$ cat config.mk
export PLATFORM = sky130hd
export DESIGN_NAME = dess_regs
export DESIGN_NICKNAME = d
export VERILOG_FILES = /design/src/logic/dess_pkg.sv /design/src/logic/dess_regs.sv
export SDC_FILE = /design/constraint.sdc
export NUM_CORES = 1
export LEC_CHECK = 0
export ABC_CLOCK_PERIOD_IN_PS = 2900
export BUFFER_PORTS_ARGS = -buffer_cell sky130_fd_sc_hd__buf_2
export CORE_MARGIN = 10
export CORE_UTILIZATION = 55
export CTS_CLUSTER_SIZE = 16
export DETAILED_ROUTE_END_ITERATION = 10
export GPL_ROUTABILITY_DRIVEN = 0
export PLACE_DENSITY = 0.79
export SKIP_LAST_GASP = 1
export SYNTH_ARGS = -nofsm -noshare
export SYNTH_HDL_FRONTEND = slang
export SYNTH_SLANG_ARGS = --single-unit
$ cat constraint.sdc
create_clock -name ref_clk -period 2.9 [get_ports ref_clk]
set_input_delay 0 -clock ref_clk [delete_from_list [all_inputs] [get_ports ref_clk]]
set_output_delay 0 -clock ref_clk [all_outputs]
set_load 0.02 [all_outputs]
$ cat src/logic/dess_pkg.sv
`default_nettype none
package dess_pkg;
  // ==========================================================
  // register offsets
  localparam logic [6:0] OFF_CHAN_ENABLE = 7'h58;
  localparam logic [6:0] OFF_GEN_FLAGS_1 = 7'h59;
  localparam logic [6:0] OFF_GEN_ENABLE_1 = 7'h5a;
  localparam logic [6:0] OFF_GEN_FLAGS_2 = 7'h5b;
  localparam logic [6:0] OFF_GEN_ENABLE_2 = 7'h5c;
  localparam logic [6:0] OFF_SUMMARY_ONE = 7'h5d;
  localparam logic [6:0] OFF_SUMMARY_TWO = 7'h5e;
  localparam logic [6:0] OFF_SUMMARY_THREE = 7'h5f;
  localparam logic [6:0] OFF_DECIM_INT_HIGH = 7'h60;
  localparam logic [6:0] OFF_DECIM_INT_LOW = 7'h61;
  localparam logic [6:0] OFF_DECIM_FRAC_HIGH = 7'h62;
  localparam logic [6:0] OFF_DECIM_FRAC_LOW = 7'h63;
  localparam logic [6:0] OFF_RATE_UPDATE = 7'h64;
  // ==========================================================
  // values after reset
  localparam logic [7:0] RST_CHAN_ENABLE = 8'hfe;
  localparam logic [5:0] RST_GEN_ENABLE_1 = 6'h3e;
  localparam logic [5:0] RST_GEN_ENABLE_2 = 6'h3c;
  localparam logic [7:0] RST_DECIM_INT_LOW = 8'h80;
  // ==========================================================
  // field positions
  localparam int BIT_CFG_CRC = 5;
  localparam int BIT_FUSE_CRC = 4;
  localparam int BIT_RESET_SEEN = 5;
  localparam int BIT_CLK_SWITCH = 4;
  localparam int BIT_CHIP_ERROR = 5;
  localparam int BIT_INIT_DONE = 4;
  localparam int BIT_LOAD_SOURCE = 7;
  localparam int BIT_LOAD_STROBE = 0;
  localparam int MON_SEL_LSB = 2;
  localparam int TRIP_SEL_LSB = 0;
  // ==========================================================
  // scan timing and crc
  localparam int CLK_PERIOD_NS = 40;
  localparam int SCAN_PERIOD_NS = 100000;
  localparam int SCAN_CYCLES = SCAN_PERIOD_NS / CLK_PERIOD_NS;
  localparam logic [11:0] SCAN_LAST = 12'(SCAN_CYCLES - 1);
  localparam logic [2:0] SCAN_LAST_BYTE = 3'h7;
  localparam logic [7:0] CRC_SEED = 8'hff;
  localparam logic [7:0] CRC_POLY = 8'h07;
  // ==========================================================
  // types
  typedef enum logic [2:0] {
    SCAN_IDLE = 3'b001,
    SCAN_RUN = 3'b010,
    SCAN_CHECK = 3'b100
  } dess_scan_e;
  typedef struct packed {
    logic wr;
    logic rd;
    logic [6:0] addr;
    logic [7:0] wdata;
  } dess_reg_req_s;
  typedef struct packed {
    logic [11:0] int_part;
    logic [15:0] frac_part;
  } dess_decim_s;
endpackage : dess_pkg
`default_nettype wire

$ cat src/logic/dess_regs.sv
`default_nettype none
module dess_regs (
  input wire logic ref_clk,
  input wire logic rst_n,
  input wire dess_pkg::dess_reg_req_s reg_req, // access from serial port engine
  output logic [7:0] reg_rdata, // read data, one cycle after rd
  input wire logic [3:0] spi_fault_evt, // pulses: clk count, bad rd, bad wr, crc
  input wire logic fuse_crc_bad, // level from fuse checker
  input wire logic fuse_load_done, // pulse or level from fuse loader
  input wire logic [7:0][4:0] chan_fault, // live per-channel fault bits
  input wire logic [3:0][5:0] pair_sat, // live pair saturation bits
  input wire logic clk_switch_fail_pin, // asynchronous
  input wire logic areg1_fault_pin, // asynchronous
  input wire logic areg2_fault_pin, // asynchronous
  input wire logic dreg_fault_pin, // asynchronous
  input wire logic rate_converter_update_pin, // asynchronous load trigger
  output dess_pkg::dess_decim_s active_decim,
  output logic [1:0] regulator_monitor_select,
  output logic [1:0] regulator_trip_select,
  output logic [7:0] channel_check_enables,
  output logic chip_error,
  output logic init_complete
);
  import dess_pkg::*;

  // ==========================================================
  // register storage
  logic [7:0] chan_enable; // channel check enables
  logic [5:0] gen_enable_1; // general one enables
  logic [5:0] gen_enable_2; // reset detect, monitor and trip fields
  logic [5:0] gen_flags_1; // sticky general one flags
  logic [5:0] gen_flags_2; // sticky general two flags
  logic [3:0] decim_int_high; // integer bits 11:8
  logic [7:0] decim_int_low; // integer bits 7:0
  logic [7:0] decim_frac_high; // fraction bits 15:8
  logic [7:0] decim_frac_low; // fraction bits 7:0
  logic load_source; // 0 strobe, 1 pin edge
  logic load_strobe; // armed load request
  logic [4:0] chan_loc_low; // channel 4..0 locators
  logic [2:0] chan_loc_high; // channel 7..5 locators
  logic [3:0] sat_loc; // pair locators
  logic gen1_loc; // general one active
  logic gen2_loc; // general two active
  logic rst_seen; // low only in first cycle after reset

  // ==========================================================
  // pin synchronisers
  logic [4:0] pin_meta; // first stage, read only by pin_sync
  logic [4:0] pin_sync; // second stage
  logic pin_last; // previous sync'd update pin
  logic pin_rise; // update pin rising edge

  // two flops for every asynchronous pin
  always_ff @(posedge ref_clk or negedge rst_n) begin
    if (!rst_n) begin
      pin_meta <= 5'h00;
      pin_sync <= 5'h00;
      pin_last <= 1'b0;
    end else begin
      pin_meta <= {rate_converter_update_pin, clk_switch_fail_pin, areg1_fault_pin,
                   areg2_fault_pin, dreg_fault_pin};
      pin_sync <= pin_meta;
      pin_last <= pin_sync[4];
    end
  end
  assign pin_rise = pin_sync[4] & ~pin_last;

  // ==========================================================
  // access decode
  // true on a write to the given offset
  function automatic logic wr_hit(input dess_reg_req_s req, input logic [6:0] off);
    wr_hit = req.wr && (req.addr == off);
  endfunction : wr_hit

  // true on a read of the given offset
  function automatic logic rd_hit(input dess_reg_req_s req, input logic [6:0] off);
    rd_hit = req.rd && (req.addr == off);
  endfunction : rd_hit

  // one crc-8 step over a byte
  function automatic logic [7:0] crc8_step(input logic [7:0] crc, input logic [7:0] data);
    logic [7:0] c;
    c = crc ^ data;
    for (int i = 0; i < 8; i++) begin
      c = c[7] ? ((c << 1) ^ CRC_POLY) : (c << 1);
    end
    crc8_step = c;
  endfunction : crc8_step

  // ==========================================================
  // writable configuration
  always_ff @(posedge ref_clk or negedge rst_n) begin
    if (!rst_n) begin
      chan_enable <= RST_CHAN_ENABLE;
      gen_enable_1 <= RST_GEN_ENABLE_1;
      gen_enable_2 <= RST_GEN_ENABLE_2;
      decim_int_high <= 4'h0;
      decim_int_low <= RST_DECIM_INT_LOW;
      decim_frac_high <= 8'h00;
      decim_frac_low <= 8'h00;
      load_source <= 1'b0;
    end else begin
      if (wr_hit(reg_req, OFF_CHAN_ENABLE)) chan_enable <= reg_req.wdata;
      if (wr_hit(reg_req, OFF_GEN_ENABLE_1)) gen_enable_1 <= reg_req.wdata[5:0];
      if (wr_hit(reg_req, OFF_GEN_ENABLE_2)) gen_enable_2 <= reg_req.wdata[5:0];
      if (wr_hit(reg_req, OFF_DECIM_INT_HIGH)) decim_int_high <= reg_req.wdata[3:0];
      if (wr_hit(reg_req, OFF_DECIM_INT_LOW)) decim_int_low <= reg_req.wdata;
      if (wr_hit(reg_req, OFF_DECIM_FRAC_HIGH)) decim_frac_high <= reg_req.wdata;
      if (wr_hit(reg_req, OFF_DECIM_FRAC_LOW)) decim_frac_low <= reg_req.wdata;
      if (wr_hit(reg_req, OFF_RATE_UPDATE)) load_source <= reg_req.wdata[BIT_LOAD_SOURCE];
    end
  end

  assign channel_check_enables = chan_enable;
  assign regulator_monitor_select = gen_enable_2[MON_SEL_LSB +: 2];
  assign regulator_trip_select = gen_enable_2[TRIP_SEL_LSB +: 2];

  // ==========================================================
  // decimation load
  logic load_now; // transfer shadow into active this cycle
  logic strobe_wr; // write of one into the load bit
  dess_decim_s shadow_decim; // programmed value

  assign strobe_wr = wr_hit(reg_req, OFF_RATE_UPDATE) && reg_req.wdata[BIT_LOAD_STROBE];
  assign shadow_decim = '{int_part: {decim_int_high, decim_int_low},
                          frac_part: {decim_frac_high, decim_frac_low}};
  // strobe loads directly, or arms the pin trigger
  assign load_now = load_source ? (load_strobe && pin_rise) : strobe_wr;

  // load bit stays set while armed, drops when the load happens
  always_ff @(posedge ref_clk or negedge rst_n) begin
    if (!rst_n) begin
      load_strobe <= 1'b0;
    end else if (strobe_wr && load_source) begin
      load_strobe <= 1'b1;
    end else if (load_now) begin
      load_strobe <= 1'b0;
    end
  end

  // active ratio moves only on a load
  always_ff @(posedge ref_clk or negedge rst_n) begin
    if (!rst_n) begin
      active_decim <= '{int_part: {4'h0, RST_DECIM_INT_LOW}, frac_part: 16'h0000};
    end else if (load_now) begin
      active_decim <= shadow_decim;
    end
  end

  // ==========================================================
  // periodic configuration crc scan
  dess_scan_e scan_state; // scan phase
  logic [11:0] scan_timer; // idle cycles counted since the last scan began
  logic [2:0] scan_idx; // byte being folded in
  logic [7:0] crc_acc; // running crc
  logic [7:0] crc_golden; // crc of last written image
  logic golden_valid; // golden holds a value
  logic cfg_dirty; // contents changed by a write since golden
  logic [7:0] cfg_img [8]; // bytes covered by the scan
  logic cfg_wr; // write to any offset from 0x58 to 0x64
  logic cfg_mismatch; // pulse: scan result differs

  assign cfg_img[0] = chan_enable;
  assign cfg_img[1] = {2'b00, gen_enable_1};
  assign cfg_img[2] = {2'b00, gen_enable_2};
  assign cfg_img[3] = {4'h0, decim_int_high};
  assign cfg_img[4] = decim_int_low;
  assign cfg_img[5] = decim_frac_high;
  assign cfg_img[6] = decim_frac_low;
  assign cfg_img[7] = {load_source, 7'h00};
  assign cfg_wr = reg_req.wr && (reg_req.addr >= OFF_CHAN_ENABLE)
                  && (reg_req.addr <= OFF_RATE_UPDATE);
  assign cfg_mismatch = (scan_state == SCAN_CHECK) && golden_valid && !cfg_dirty
                        && (crc_acc != crc_golden);

  // scan sequencer
  always_ff @(posedge ref_clk or negedge rst_n) begin
    if (!rst_n) begin
      scan_state <= SCAN_IDLE;
      scan_timer <= 12'h000;
      scan_idx <= 3'h0;
      crc_acc <= CRC_SEED;
    end else begin
      case (scan_state)
        SCAN_IDLE: begin
          scan_timer <= scan_timer + 12'h001;
          if (scan_timer == SCAN_LAST) begin
            scan_timer <= 12'h000;
            scan_idx <= 3'h0;
            crc_acc <= CRC_SEED;
            scan_state <= SCAN_RUN;
          end
        end
        SCAN_RUN: begin
          crc_acc <= crc8_step(crc_acc, cfg_img[scan_idx]);
          scan_idx <= scan_idx + 3'h1;
          if (scan_idx == SCAN_LAST_BYTE) scan_state <= SCAN_CHECK;
        end
        SCAN_CHECK: begin
          scan_state <= SCAN_IDLE;
        end
        default: begin
          scan_state <= SCAN_IDLE;
        end
      endcase
    end
  end

  // golden reference, refreshed by the first scan after a write
  always_ff @(posedge ref_clk or negedge rst_n) begin
    if (!rst_n) begin
      crc_golden <= CRC_SEED;
      golden_valid <= 1'b0;
      cfg_dirty <= 1'b0;
    end else begin
      if (scan_state == SCAN_CHECK && (cfg_dirty || !golden_valid)) begin
        crc_golden <= crc_acc;
        golden_valid <= 1'b1;
      end
      // a write wins over the clear at check time
      if (cfg_wr) cfg_dirty <= 1'b1;
      else if (scan_state == SCAN_CHECK) cfg_dirty <= 1'b0;
    end
  end

  // ==========================================================
  // general error flags, sticky, cleared by read
  logic [5:0] gen1_evt; // raw events for general one
  logic [5:0] gen2_evt; // raw events for general two
  logic fuse_check; // fuse result sampled with each scan

  assign fuse_check = (scan_state == SCAN_CHECK) && fuse_crc_bad;
  assign gen1_evt = {cfg_mismatch, fuse_check, spi_fault_evt};
  assign gen2_evt = {!rst_seen, pin_sync[3], 1'b0,
                     pin_sync[2] & gen_enable_2[MON_SEL_LSB],
                     pin_sync[1] & gen_enable_2[MON_SEL_LSB],
                     pin_sync[0] & gen_enable_2[MON_SEL_LSB + 1]};

  // marks the first cycle after reset
  always_ff @(posedge ref_clk or negedge rst_n) begin
    if (!rst_n) rst_seen <= 1'b0;
    else rst_seen <= 1'b1;
  end

  // set wins over clear-on-read
  always_ff @(posedge ref_clk or negedge rst_n) begin
    if (!rst_n) begin
      gen_flags_1 <= 6'h00;
      gen_flags_2 <= 6'h00;
    end else begin
      gen_flags_1 <= (gen_flags_1 & {6{!rd_hit(reg_req, OFF_GEN_FLAGS_1)}})
                     | (gen1_evt & gen_enable_1);
      gen_flags_2 <= (gen_flags_2 & {6{!rd_hit(reg_req, OFF_GEN_FLAGS_2)}})
                     | (gen2_evt & {gen_enable_2[BIT_RESET_SEEN], 5'h1f});
    end
  end

  // ==========================================================
  // summary locators
  logic [5:0] sat_mask; // pair enable mask: mod, filter, clamp
  assign sat_mask = {chan_enable[5], chan_enable[6], chan_enable[7],
                     chan_enable[5], chan_enable[6], chan_enable[7]};

  // one locator per channel and per pair
  always_ff @(posedge ref_clk or negedge rst_n) begin
    if (!rst_n) begin
      chan_loc_low <= 5'h00;
      chan_loc_high <= 3'h0;
      sat_loc <= 4'h0;
    end else begin
      for (int c = 0; c < 5; c++) begin
        chan_loc_low[c] <= |(chan_fault[c] & chan_enable[4:0]);
      end
      for (int c = 0; c < 3; c++) chan_loc_high[c] <= |(chan_fault[c + 5] & chan_enable[4:0]);
      for (int p = 0; p < 4; p++) sat_loc[p] <= |(pair_sat[p] & sat_mask);
    end
  end

  // general locators, chip error and init status
  always_ff @(posedge ref_clk or negedge rst_n) begin
    if (!rst_n) begin
      gen1_loc <= 1'b0;
      gen2_loc <= 1'b0;
      chip_error <= 1'b0;
      init_complete <= 1'b0;
    end else begin
      gen1_loc <= |gen_flags_1;
      gen2_loc <= |gen_flags_2;
      chip_error <= (|gen_flags_1) || (|gen_flags_2) || (|chan_loc_low)
                    || (|chan_loc_high) || (|sat_loc);
      if (fuse_load_done) init_complete <= 1'b1;
    end
  end

  // ==========================================================
  // read data
  always_ff @(posedge ref_clk or negedge rst_n) begin
    if (!rst_n) begin
      reg_rdata <= 8'h00;
    end else if (reg_req.rd) begin
      case (reg_req.addr)
        OFF_CHAN_ENABLE: reg_rdata <= chan_enable;
        OFF_GEN_FLAGS_1: reg_rdata <= {2'b00, gen_flags_1};
        OFF_GEN_ENABLE_1: reg_rdata <= {2'b00, gen_enable_1};
        OFF_GEN_FLAGS_2: reg_rdata <= {2'b00, gen_flags_2};
        OFF_GEN_ENABLE_2: reg_rdata <= {2'b00, gen_enable_2};
        OFF_SUMMARY_ONE: reg_rdata <= {2'b00, chip_error, chan_loc_low};
        OFF_SUMMARY_TWO: reg_rdata <= {2'b00, chip_error, gen2_loc, gen1_loc, chan_loc_high};
        OFF_SUMMARY_THREE: reg_rdata <= {2'b00, chip_error, init_complete, sat_loc};
        OFF_DECIM_INT_HIGH: reg_rdata <= {4'h0, decim_int_high};
        OFF_DECIM_INT_LOW: reg_rdata <= decim_int_low;
        OFF_DECIM_FRAC_HIGH: reg_rdata <= decim_frac_high;
        OFF_DECIM_FRAC_LOW: reg_rdata <= decim_frac_low;
        OFF_RATE_UPDATE: reg_rdata <= {load_source, 6'h00, load_strobe};
        default: reg_rdata <= 8'h00; // unmapped
      endcase
    end
  end
endmodule : dess_regs
`default_nettype wire

=== Word level (Yosys, flattened, before mapping) ===
Cells that the tools add are included.

* Register bits: 162
* Input port bits: 94
* Logic and storage cells: 168

* $add $sub $neg: 2
* Order comparisons: 3
* Equality and inequality tests: 21
* Muxes and demuxes: 25
* Bitwise operators: 33
* Reductions and logical operators: 52

{| class="wikitable"
|+ Operators with widths
! operator !! number
|-
| 8-bit case mux with 13 select lines || 1
|-
| 7-bit equality test (second input constant) || 13
|-
| 6-bit bitwise AND || 8
|-
| 5-bit OR reduction || 9
|-
| 5-bit bitwise AND || 8
|-
| 6-bit OR reduction || 6
|-
| 3-bit two-way mux || 11
|-
| 8-bit binary-select mux with 3-bit select || 1
|-
| 8-bit two-way mux || 3
|-
| 3-bit inverter || 8
|-
| 1-bit logical AND || 20
|-
| 8-bit case mux with 2 select lines || 1
|-
| 12-bit by 1-bit adder with 12-bit output (second input constant) || 1
|-
| 12-bit equality test (second input constant) || 1
|-
| 12-bit two-way mux || 1
|-
| 6-bit OR || 2
|-
| 3-bit case mux with 2 select lines || 2
|-
| 8-bit inequality test || 1
|-
| 8-bit bitwise XOR || 1
|-
| 7-bit greater-or-equal comparator (second input constant) || 1
|-
| 7-bit less-or-equal comparator (second input constant) || 1
|-
| 3-bit equality test (second input constant) || 2
|-
| 2-bit nonzero test || 3
|-
| 1-bit zero test || 5
|-
| 13 further kinds || 26
|}

=== Longest topological paths before layout ===
Gate-level depths: netlist (run 1).

* Depth in word-level cells: 22
* Depth in mapped cells: 10

=== Worst setup path before layout (run 1) ===
OpenSTA, ideal clock, no wires.

* Kind: flip-flop to flip-flop
* From: register scan_idx[0]
* To: register crc_acc[2]
* Library setup time: 73 ps
* Arrival: 1,960 ps
* Data required time: 2,827 ps
* Path slack: 867 ps
* Stages on the path, launching flop included: 8
* Path buffers: 1
* Period minus slack after synthesis: 2,033 ps
* Path through: dfrtp_1 > buf_6 > mux4_2 > mux2i_1 > xnor2_1 > xor3_1 > xor2_1 > a21oi_1

* Word-level cells in the longest chain between the ends: 11

{| class="wikitable"
|+ Ends and longest elaborated chain
! element !! line !! source
|-
| start, declared || dess_regs.sv:154 || <nowiki>logic [2:0] scan_idx;</nowiki>
|-
| start signal, assigned || dess_regs.sv:196 || <nowiki>scan_idx <= scan_idx + 3'h1;</nowiki>
|-
| 3-bit inverter with 4-bit output (not written as such) (*) || dess_regs.sv:195 || <nowiki>crc_acc <= crc8_step(crc_acc, cfg_img[scan_idx]);</nowiki>
|-
| 8-bit binary-select mux with 3-bit select (*) || dess_regs.sv:195 ||
|-
| 8-bit two-way mux (not written as such) (*) (2 in series) || dess_regs.sv:195 ||
|-
| 8-bit bitwise XOR (*) || dess_regs.sv:83 || <nowiki>c = crc ^ data;</nowiki>
|-
| 3-bit two-way mux / 3-bit inverter (equally long branches) || -- ||
|-
| 3-bit inverter (no source line) / 3-bit two-way mux (equally long branches) || -- ||
|-
| 3-bit two-way mux / 3-bit inverter (equally long branches) || -- ||
|-
| 3-bit inverter (no source line) / 3-bit two-way mux (equally long branches) || -- ||
|-
| 3-bit two-way mux (*) || dess_regs.sv:85 || <nowiki>c = c[7] ? ((c << 1) ^ CRC_POLY) : (c << 1);</nowiki>
|-
| 8-bit case mux with 2 select lines (*) || dess_regs.sv:184 || <nowiki>case (scan_state)</nowiki>
|-
| end signal, assigned || dess_regs.sv:195 ||
|-
| end, declared || dess_regs.sv:155 || <nowiki>logic [7:0] crc_acc;</nowiki>
|}

Every way passes the cells marked *; elsewhere a longest branch is shown, timed or not. The select of a mux whose other input is x is not followed.
A chain may end at the register's enable or synchronous reset.

=== Final worst setup path (run 1) ===
* From: register scan_idx[2]
* To: register crc_acc[2]

The elaborated chain is that of the path after synthesis.

==> impl_metrics.env, run 1 <==
export IMPL_status="finished clean"
export IMPL_clk_latency_ns=0.43
export IMPL_drt_antenna_violating_nets=0
export IMPL_drc=0
export IMPL_routed_via_count=6520
export IMPL_synth_ff_type="dfrtp_1"
export IMPL_maxSlewViolCount=0
export IMPL_clock_fmax_mhz=379.9
export IMPL_syn2layout_area_growth_pct=25.53
export IMPL_fin_area_sq_um=9851
export IMPL_ys_ff_latch=162
export IMPL_io_buffer_count=143
export IMPL_yosys_area_share_simple_pct=9.949
export IMPL_die_y_microns=139.5
export IMPL_min_path_type="in -> reg"
export IMPL_ys_types=66
export IMPL_syn_area_sq_um=7848
export IMPL_syn_instance_count=658
export IMPL_synth_compound_area_share_pct=11.81
export IMPL_die_area_sq_um=19450
export IMPL_max_cap_violations=0
export IMPL_dr_first_iter_drc_count=733
export IMPL_grt_ovfl_total=0
export IMPL_grt_pass1_wl_microns=37500
export IMPL_start_util_pct=56.32
export IMPL_tns_ns=0
export IMPL_coreArea_sq_um=13930
export IMPL_seq_area_frac_synth_pct=52.22
export IMPL_fin_cells=1043
export IMPL_detail_route_vias_per_cell=6.251
export IMPL_grt_pass1_vias=6840
export IMPL_synth_top_family_by_area="multiplexers"
export IMPL_synthAdderAreaFrac_pct=0.4783
export IMPL_grt_max_degree=79
export IMPL_path_class="reg -> reg"
export IMPL_final_nets=946
export IMPL_tightestPinTransition_ns=0.8224
export IMPL_worstSetupEndpointType="flop"
export IMPL_async_flop_share_pct=100.0
export IMPL_critPathRequiredTime_ns=3.25
export IMPL_cts_clk_slew_worst_paths_ns=0.06
export IMPL_start_kind="flop"
export IMPL_dpl_cell_count=953
export IMPL_rsz0062_at_grt="no"
export IMPL_path_cells="mux2i_1 > o211ai_2 > xor2_2 > xor2_1 > xor3_1 > xor2_1 > a21oi_1"
export IMPL_slew_headroom_pct=44.70
export IMPL_slowest_delay_ns=0.79
export IMPL_crit_fanout=17
export IMPL_met1_length_microns=8781
export IMPL_routed_wl_microns=23810
export IMPL_setup_violations=0
export IMPL_io_pins=144
export IMPL_htreeDepth=4
export IMPL_rows=43
export IMPL_vdd_drop_max_uv=399.7
export IMPL_cpMaxStageDelayCell="dfrtp_1"
export IMPL_synth_xor_area_share_pct=3.922
export IMPL_fin_crit_sh_pct=90.77
export IMPL_worstPathArrival_ns=2.98
export IMPL_met2_length_microns=11990
export IMPL_synth_edf_count=0
export IMPL_drive_gt1_share_pct=38.63
export IMPL_fin_crit_ns=2.632
export IMPL_final_hold_viol_count=0
export IMPL_cts_root_buf="clkbuf_16"
export IMPL_wl_per_cell_microns=22.82
export IMPL_cts_path_max_buffers=2
export IMPL_power_total_mw=5.646
export IMPL_routed_top_layer="met4"
export IMPL_utilization_pct=70.69
export IMPL_ys_warn_count=0
export IMPL_detailed_place_area_sq_um=8685
export IMPL_wl_met3_microns=2131
export IMPL_cp_common_cell="xor2_1"
export IMPL_cts_tree="yes"
export IMPL_hpwl_microns=16670
export IMPL_p_leak_nw=4.579
export IMPL_cts_sinks=162
export IMPL_skew_ns=0.01054
export IMPL_synth_mux_area_share_pct=18.29
export IMPL_p_per_area_nw_per_um2=573.2
export IMPL_grt_usage_pct=24.04
export IMPL_grt_antenna_before_repair=2
export IMPL_synth_area_per_cell_sq_um=11.93
export IMPL_drtPass1Iterations=6
export IMPL_die_w_microns=139.5
export IMPL_cts_buffers=17
export IMPL_synth_nets=755
==> synthesized netlist by cell type (all sizes together), types with 17 or more instances <==
| cell | n | share of area (%) |
|---|---|---|
| dfrtp | 127 | 40 |
| mux2 | 95 | 14 |
| nand2 | 46 | 2.2 |
| o21ai | 46 | 2.9 |
| dfstp | 35 | 12 |
| nor2 | 26 | 1.2 |
| clkbuf | 25 | 1.2 |
| a21oi | 20 | 1.3 |
| xnor2 | 20 | 2.5 |
| nand3 | 19 | 1.2 |
| a22oi | 17 | 1.6 |
| mux2i | 17 | 2.2 |
==> worst max-delay path: cells and delay by family, from the launching register on <==
kind / cells / cell delay [ns]
xor gates and xnor gates: 4 / 1.07
DFF: 1 / 0.79
muxes: 1 / 0.36
AOI/OAI and AO/OA: 2 / 0.32
==> cell families after synthesis <==
kind of cell               count (synthesis)
DFF                                      162
and+or+nand+nor                          151
other                                      1
buffers and inverters                     52
adders and majority gates                  3
muxes                                    120
xor gates and xnor gates                  30
AOI/OAI and AO/OA                        139
==> routing by layer <==
metal | vias to the layer above | track usage, %
met3 | 79 | 7.077
met4 | 0 | 11.42
met2 | 404 | 40.18
met1 | 3210 | 27.68
li1 | 2827 | -
met5 | - | 0
==> per-stage QoR <==
stage | hold WS [ns] | worst slack [ns]
finish | 0.04557 | 0.2676
global route | 0.03422 | 0.1693
CTS | 0.009396 | 0.3410
detailed placement | 0.07282 | 0.4006
global placement | 0.06091 | 0.5327
floorplan | -0.2956 | 0.8668
==> what timing repair did <==
item	CTS	global route
setup buffers	0	0
hold buffers	57	0
resized for setup	0	0
hold endpoints to repair	129	0
==> flip-flops by register name (all words and copies together), names as in the netlist, 8 cells and up <==
signal and flops:
channel_check_enables 8, reg_rdata 8, decim_frac_low 8, scan_timer 12
decim_frac_high 8, decim_int_low 8, crc_acc 8, active_decim 28
crc_golden 8
==> layout make-up <==
cell class                      instances  area (sq um)
Sequential cell                       162          4098
Fill cell                             947          4084
Multi-Input combinational cell        444          3492
Timing Repair Buffer                  212          1395
Clock buffer                           19         452.9
Tap cell                              180         225.2
Clock inverter                         13         140.1
Inverter                               12         45.04
Antenna cell                            1         2.502
==> cells in the final DEF, fill, tap and decap left out, drive strengths merged, types with 4 or more instances in the layout <==
master,synthesis,final
a21oi,20,20
a222oi,8,8
a22o,13,13
a22oi,17,17
a31oi,7,7
and2,5,5
and3,8,8
buf,15,155
clkbuf,25,19
dfrtp,127,127
dfstp,35,35
dlygate4sd3,0,57
inv,12,19
mux2,95,95
mux2i,17,17
mux4,8,8
nand2,46,46
nand3,19,19
nand3b,5,5
nand4,9,9
nand4b,4,4
nor2,26,26
nor2b,4,4
nor4,7,7
o21ai,46,46
o22ai,10,10
xnor2,20,20
xor2,9,9
==> worst paths after layout <==
path | startpoint | to | slack (ns) | cells after the start
min in group asynchronous | rst_n | reg_rdata[0]$_DFFE_PN0P_ | 0.15 | 2
max | scan_idx[2]$_DFFE_PN0P_ | crc_acc[2]$_DFFE_PN1P_ | 0.27 | 7
max reg2reg | scan_idx[2]$_DFFE_PN0P_ | crc_acc[2]$_DFFE_PN1P_ | 0.27 | 7
min | reg_req[16] | cfg_dirty$_DFFE_PN0P_ | 0.05 | 3
min reg2reg | pin_meta[3]$_DFF_PN0_ | pin_sync[3]$_DFF_PN0_ | 0.34 | 0
max in group asynchronous | rst_n | channel_check_enables[2]$_DFFE_PN1P_ | 1.92 | 3
==> power breakdown <==
part           total [mW]  internal, mW  switching (mW)
Sequential           2.65          2.45           0.207
Clock                2.24          1.26           0.983
Combinational       0.751         0.388           0.363
Total                5.65          4.09            1.55
(Power assumes the default switching activity.)
==> run 2: changes to the inputs <==
--- a/config.mk
+++ b/config.mk
@@ -5,6 +5,7 @@
 export SDC_FILE = /design/constraint.sdc
 export NUM_CORES = 1
 export LEC_CHECK = 0
+export ABC_AREA = 1
 export ABC_CLOCK_PERIOD_IN_PS = 2900
 export BUFFER_PORTS_ARGS = -buffer_cell sky130_fd_sc_hd__buf_2
 export CORE_MARGIN = 10
==> impl_metrics.env, run 2 <==
export IMPL_utilization_pct=68.62
export IMPL_synth_area_per_cell_sq_um=7.937
export IMPL_clock_fmax_mhz=438.8
export IMPL_synth_edf_count=0
export IMPL_synth_nets=1108
export IMPL_io_buffer_count=143
export IMPL_n_fill_cell=1132
export IMPL_htreeDepth=4
export IMPL_p_leak_nw=4.924
export IMPL_worstSetupEndpointType="flop"
export IMPL_p_clk_share_pct=40.6
export IMPL_tns_ns=0
export IMPL_dp_slack_ns=0.7277
export IMPL_hpwl_microns=17750
export IMPL_fin_ws_ns=0.6211
export IMPL_detailed_place_area_sq_um=8813
export IMPL_p_per_area_nw_per_um2=566.3
export IMPL_async_flop_share_pct=100.0
export IMPL_fin_crit_sh_pct=78.58
export IMPL_seq_area_frac_synth_pct=51.07
export IMPL_min_to="decim_int_low[4]$_DFFE_PN0P_"
export IMPL_path_cells="inv_2 > nor2_4 > nand2_1 > nand3_2 > nand2_1 > nand2_1 > nand2_1 > nand2_1 > nand2_2 > nand2_1 > nand2_1 > nand2_1 > nand3_1 > nand2_1 > inv_1"
export IMPL_worstPathArrival_ns=2.65
export IMPL_ys_top_cells_by_area="dfrtp_1 40%, nand2_1 16%, dfstp_2 11%"
export IMPL_synth_top_area_share_pct=39.61
export IMPL_cts_tree="yes"
export IMPL_drc=0
export IMPL_rsz0062_at_grt="no"
export IMPL_comb_power_share_pct=12.9
export IMPL_largestRegisters="active_decim: 28 flops, scan_timer: 12 flops"
export IMPL_swShare_pct=27.57
export IMPL_min_delay_start="reg_req[4]"
export IMPL_fin_crit_ns=2.279
export IMPL_drt_antenna_violating_nets=0
export IMPL_seqPwrFrac_pct=46.5
export IMPL_rows=44
export IMPL_crit_fanout=17
export IMPL_clk_latency_ns=0.44
export IMPL_skew_ns=0.008185
export IMPL_path_class="reg -> reg"
export IMPL_r2r_slack_ns=0.62
export IMPL_final_cell_mix="352 x nand2_1, 142 x buf_2, 127 x dfrtp_1, 116 x o21ai_0, 106 x inv_1"
export IMPL_final_nets=1286
export IMPL_reg2reg_depth=15
export IMPL_setup_violations=0
export IMPL_grt_usage_pct=25.45
export IMPL_synth_ff_type="dfrtp_1"
export IMPL_final_hold_viol_count=0
export IMPL_cpMaxStageDelayCell="dfrtp_1"
export IMPL_coreArea_sq_um=14420
export IMPL_io_pins=144
export IMPL_critPathRequiredTime_ns=3.27
export IMPL_final_common_cell="nand2_1"
export IMPL_cts_path_max_buffers=2
export IMPL_ys_top_cells_by_count="352 x nand2_1, 127 x dfrtp_1, 116 x o21ai_0"
export IMPL_slew_headroom_pct=27.59
export IMPL_timing_rr_end="crc_acc[2]$_DFFE_PN1P_"
export IMPL_start_kind="flop"
export IMPL_max_cap_violations=0
export IMPL_start_util_pct=55.63
export IMPL_wl_per_cell_microns=17.86
export IMPL_grt_ovfl_total=0
export IMPL_ys_warn_count=0
export IMPL_vdd_drop_max_uv=387.0
export IMPL_r2r_start="scan_idx[0]$_DFFE_PN0P_"
export IMPL_maxSlewViolCount=0
export IMPL_largest_reg_flops=28
export IMPL_status="finished clean"
export IMPL_cts_sinks=162
export IMPL_die_y_microns=140.8
export IMPL_ctsHoldBuffers=48
export IMPL_drtPass1Iterations=9
export IMPL_die_area_sq_um=19820
export IMPL_grt_antenna_before_repair=1
export IMPL_hold_path_cell_count=3
export IMPL_routed_via_count=7790
export IMPL_routed_wl_microns=24780
export IMPL_die_w_microns=140.8
export IMPL_cts_clk_slew_worst_paths_ns=0.07
export IMPL_slowest_delay_ns=0.71
export IMPL_grt_max_degree=68
export IMPL_dr_first_iter_drc_count=952
export IMPL_drive_gt1_share_pct=20.05
export IMPL_syn2layout_area_growth_pct=23.36
export IMPL_cts_buffers=17
export IMPL_cts_root_buf="clkbuf_16"
export IMPL_syn_instance_count=1011
export IMPL_cp_common_cell="nand2_1"
export IMPL_regMostFlops="active_decim"
export IMPL_detail_route_vias_per_cell=5.616
export IMPL_fin_area_sq_um=9898
export IMPL_min_path_type="in -> reg"
export IMPL_ys_types=41
export IMPL_syn_area_sq_um=8024
export IMPL_yosys_area_top_type="dfrtp_1"
export IMPL_cts_setup_buffers=0
export IMPL_hold_slack_ns=0.02151
export IMPL_yosysMostFrequentCell="nand2_1"
export IMPL_post_cts_resized=0
export IMPL_p_switching_mw=1.546
export IMPL_grt_pass1_vias=7920
export IMPL_internal_power_mw=4.060
export IMPL_tightestPinTransition_ns=1.072
export IMPL_ys_ff_latch=162
export IMPL_grt_pass1_wl_microns=40560
==> run 2: how the worst max path moves through the flow <==
| stage | startpoint | endpoint | cells after the start |
|---|---|---|---|
| 6_report | scan_idx[0]$_DFFE_PN0P_ | crc_acc[2]$_DFFE_PN1P_ | 15 |
| 5_1_grt | scan_idx[0]$_DFFE_PN0P_ | crc_acc[1]$_DFFE_PN1P_ | 15 |
| 4_1_cts | channel_check_enables[0]$_DFFE_PN0P_ | chan_loc_low[3]$_DFF_PN0_ | 6 |
| 3_5_place_dp | scan_idx[0]$_DFFE_PN0P_ | crc_acc[6]$_DFFE_PN1P_ | 10 |
| 3_3_place_gp | scan_idx[0]$_DFFE_PN0P_ | crc_acc[6]$_DFFE_PN1P_ | 10 |
| 2_1_floorplan | scan_idx[0]$_DFFE_PN0P_ | crc_acc[2]$_DFFE_PN1P_ | 16 |
==> run 2: final cells by class <==
| type | instances | area [sq um] | share of cell area (%) |
|---|---|---|---|
| Sequential cell | 162 | 4098 | 41.40 |
| Multi-Input combinational cell | 700 | 3301 | 33.35 |
| Timing Repair Buffer | 194 | 1237 | 12.50 |
| Clock buffer | 19 | 452.9 | 4.576 |
| Inverter | 114 | 427.9 | 4.323 |
| Tap cell | 184 | 230.2 | 2.326 |
| Clock inverter | 13 | 148.9 | 1.504 |
| Antenna cell | 1 | 2.502 | 0.02528 |
==> run 2: cell families (layout without fill, tap and decap cells) <==
| family | after synthesis | count (layout) | share of synthesized area [%] |
|---|---|---|---|
| AND/OR/NAND/NOR | 505 | 505 | 26.48 |
| AO/OA/AOI/OAI | 176 | 176 | 12.41 |
| flip-flops | 162 | 162 | 51.07 |
| buffers and inverters | 149 | 340 | 7.797 |
| XOR/XNOR | 15 | 15 | 1.731 |
| adder cells (fa/ha/maj) | 3 | 3 | 0.4678 |
| other | 1 | 2 | 0.04674 |
==> run 2: worst max-delay path, delay by kind of cell, from the launching register on <==
family | cells | cell delay (ns)
buf+inv | 2 | 0.29
simple gates | 13 | 1.20
flops | 1 | 0.71
==> run 2: through the flow <==
| step | instances | total power, mW |
|---|---|---|
| after floorplan | 1011 | 2.942 |
| after global placement | 1306 | 3.239 |
| after detailed placement | 1306 | 3.257 |
| after CTS | 1386 | 5.599 |
| after global routing | 1387 | 5.823 |
| final | 1387 | 5.606 |
==> run 2: power groups by stage <==
stage	sequential [mW]	clock, mW	combinational, mW
detailed placement	2.63	0	0.623
global route	2.62	2.40	0.808
global placement	2.63	0	0.610
CTS	2.60	2.29	0.712
finish	2.60	2.28	0.723
floorplan	2.63	0	0.308
==> run 2: per-layer routing <==
layer	part of all wire [%]	wire [microns]	track usage (%)
met1	39	9648	30.27
met2	46	11360	39.68
met3	11	2707	9.506
met4	4.3	1058	12.72
met5	0	0	0
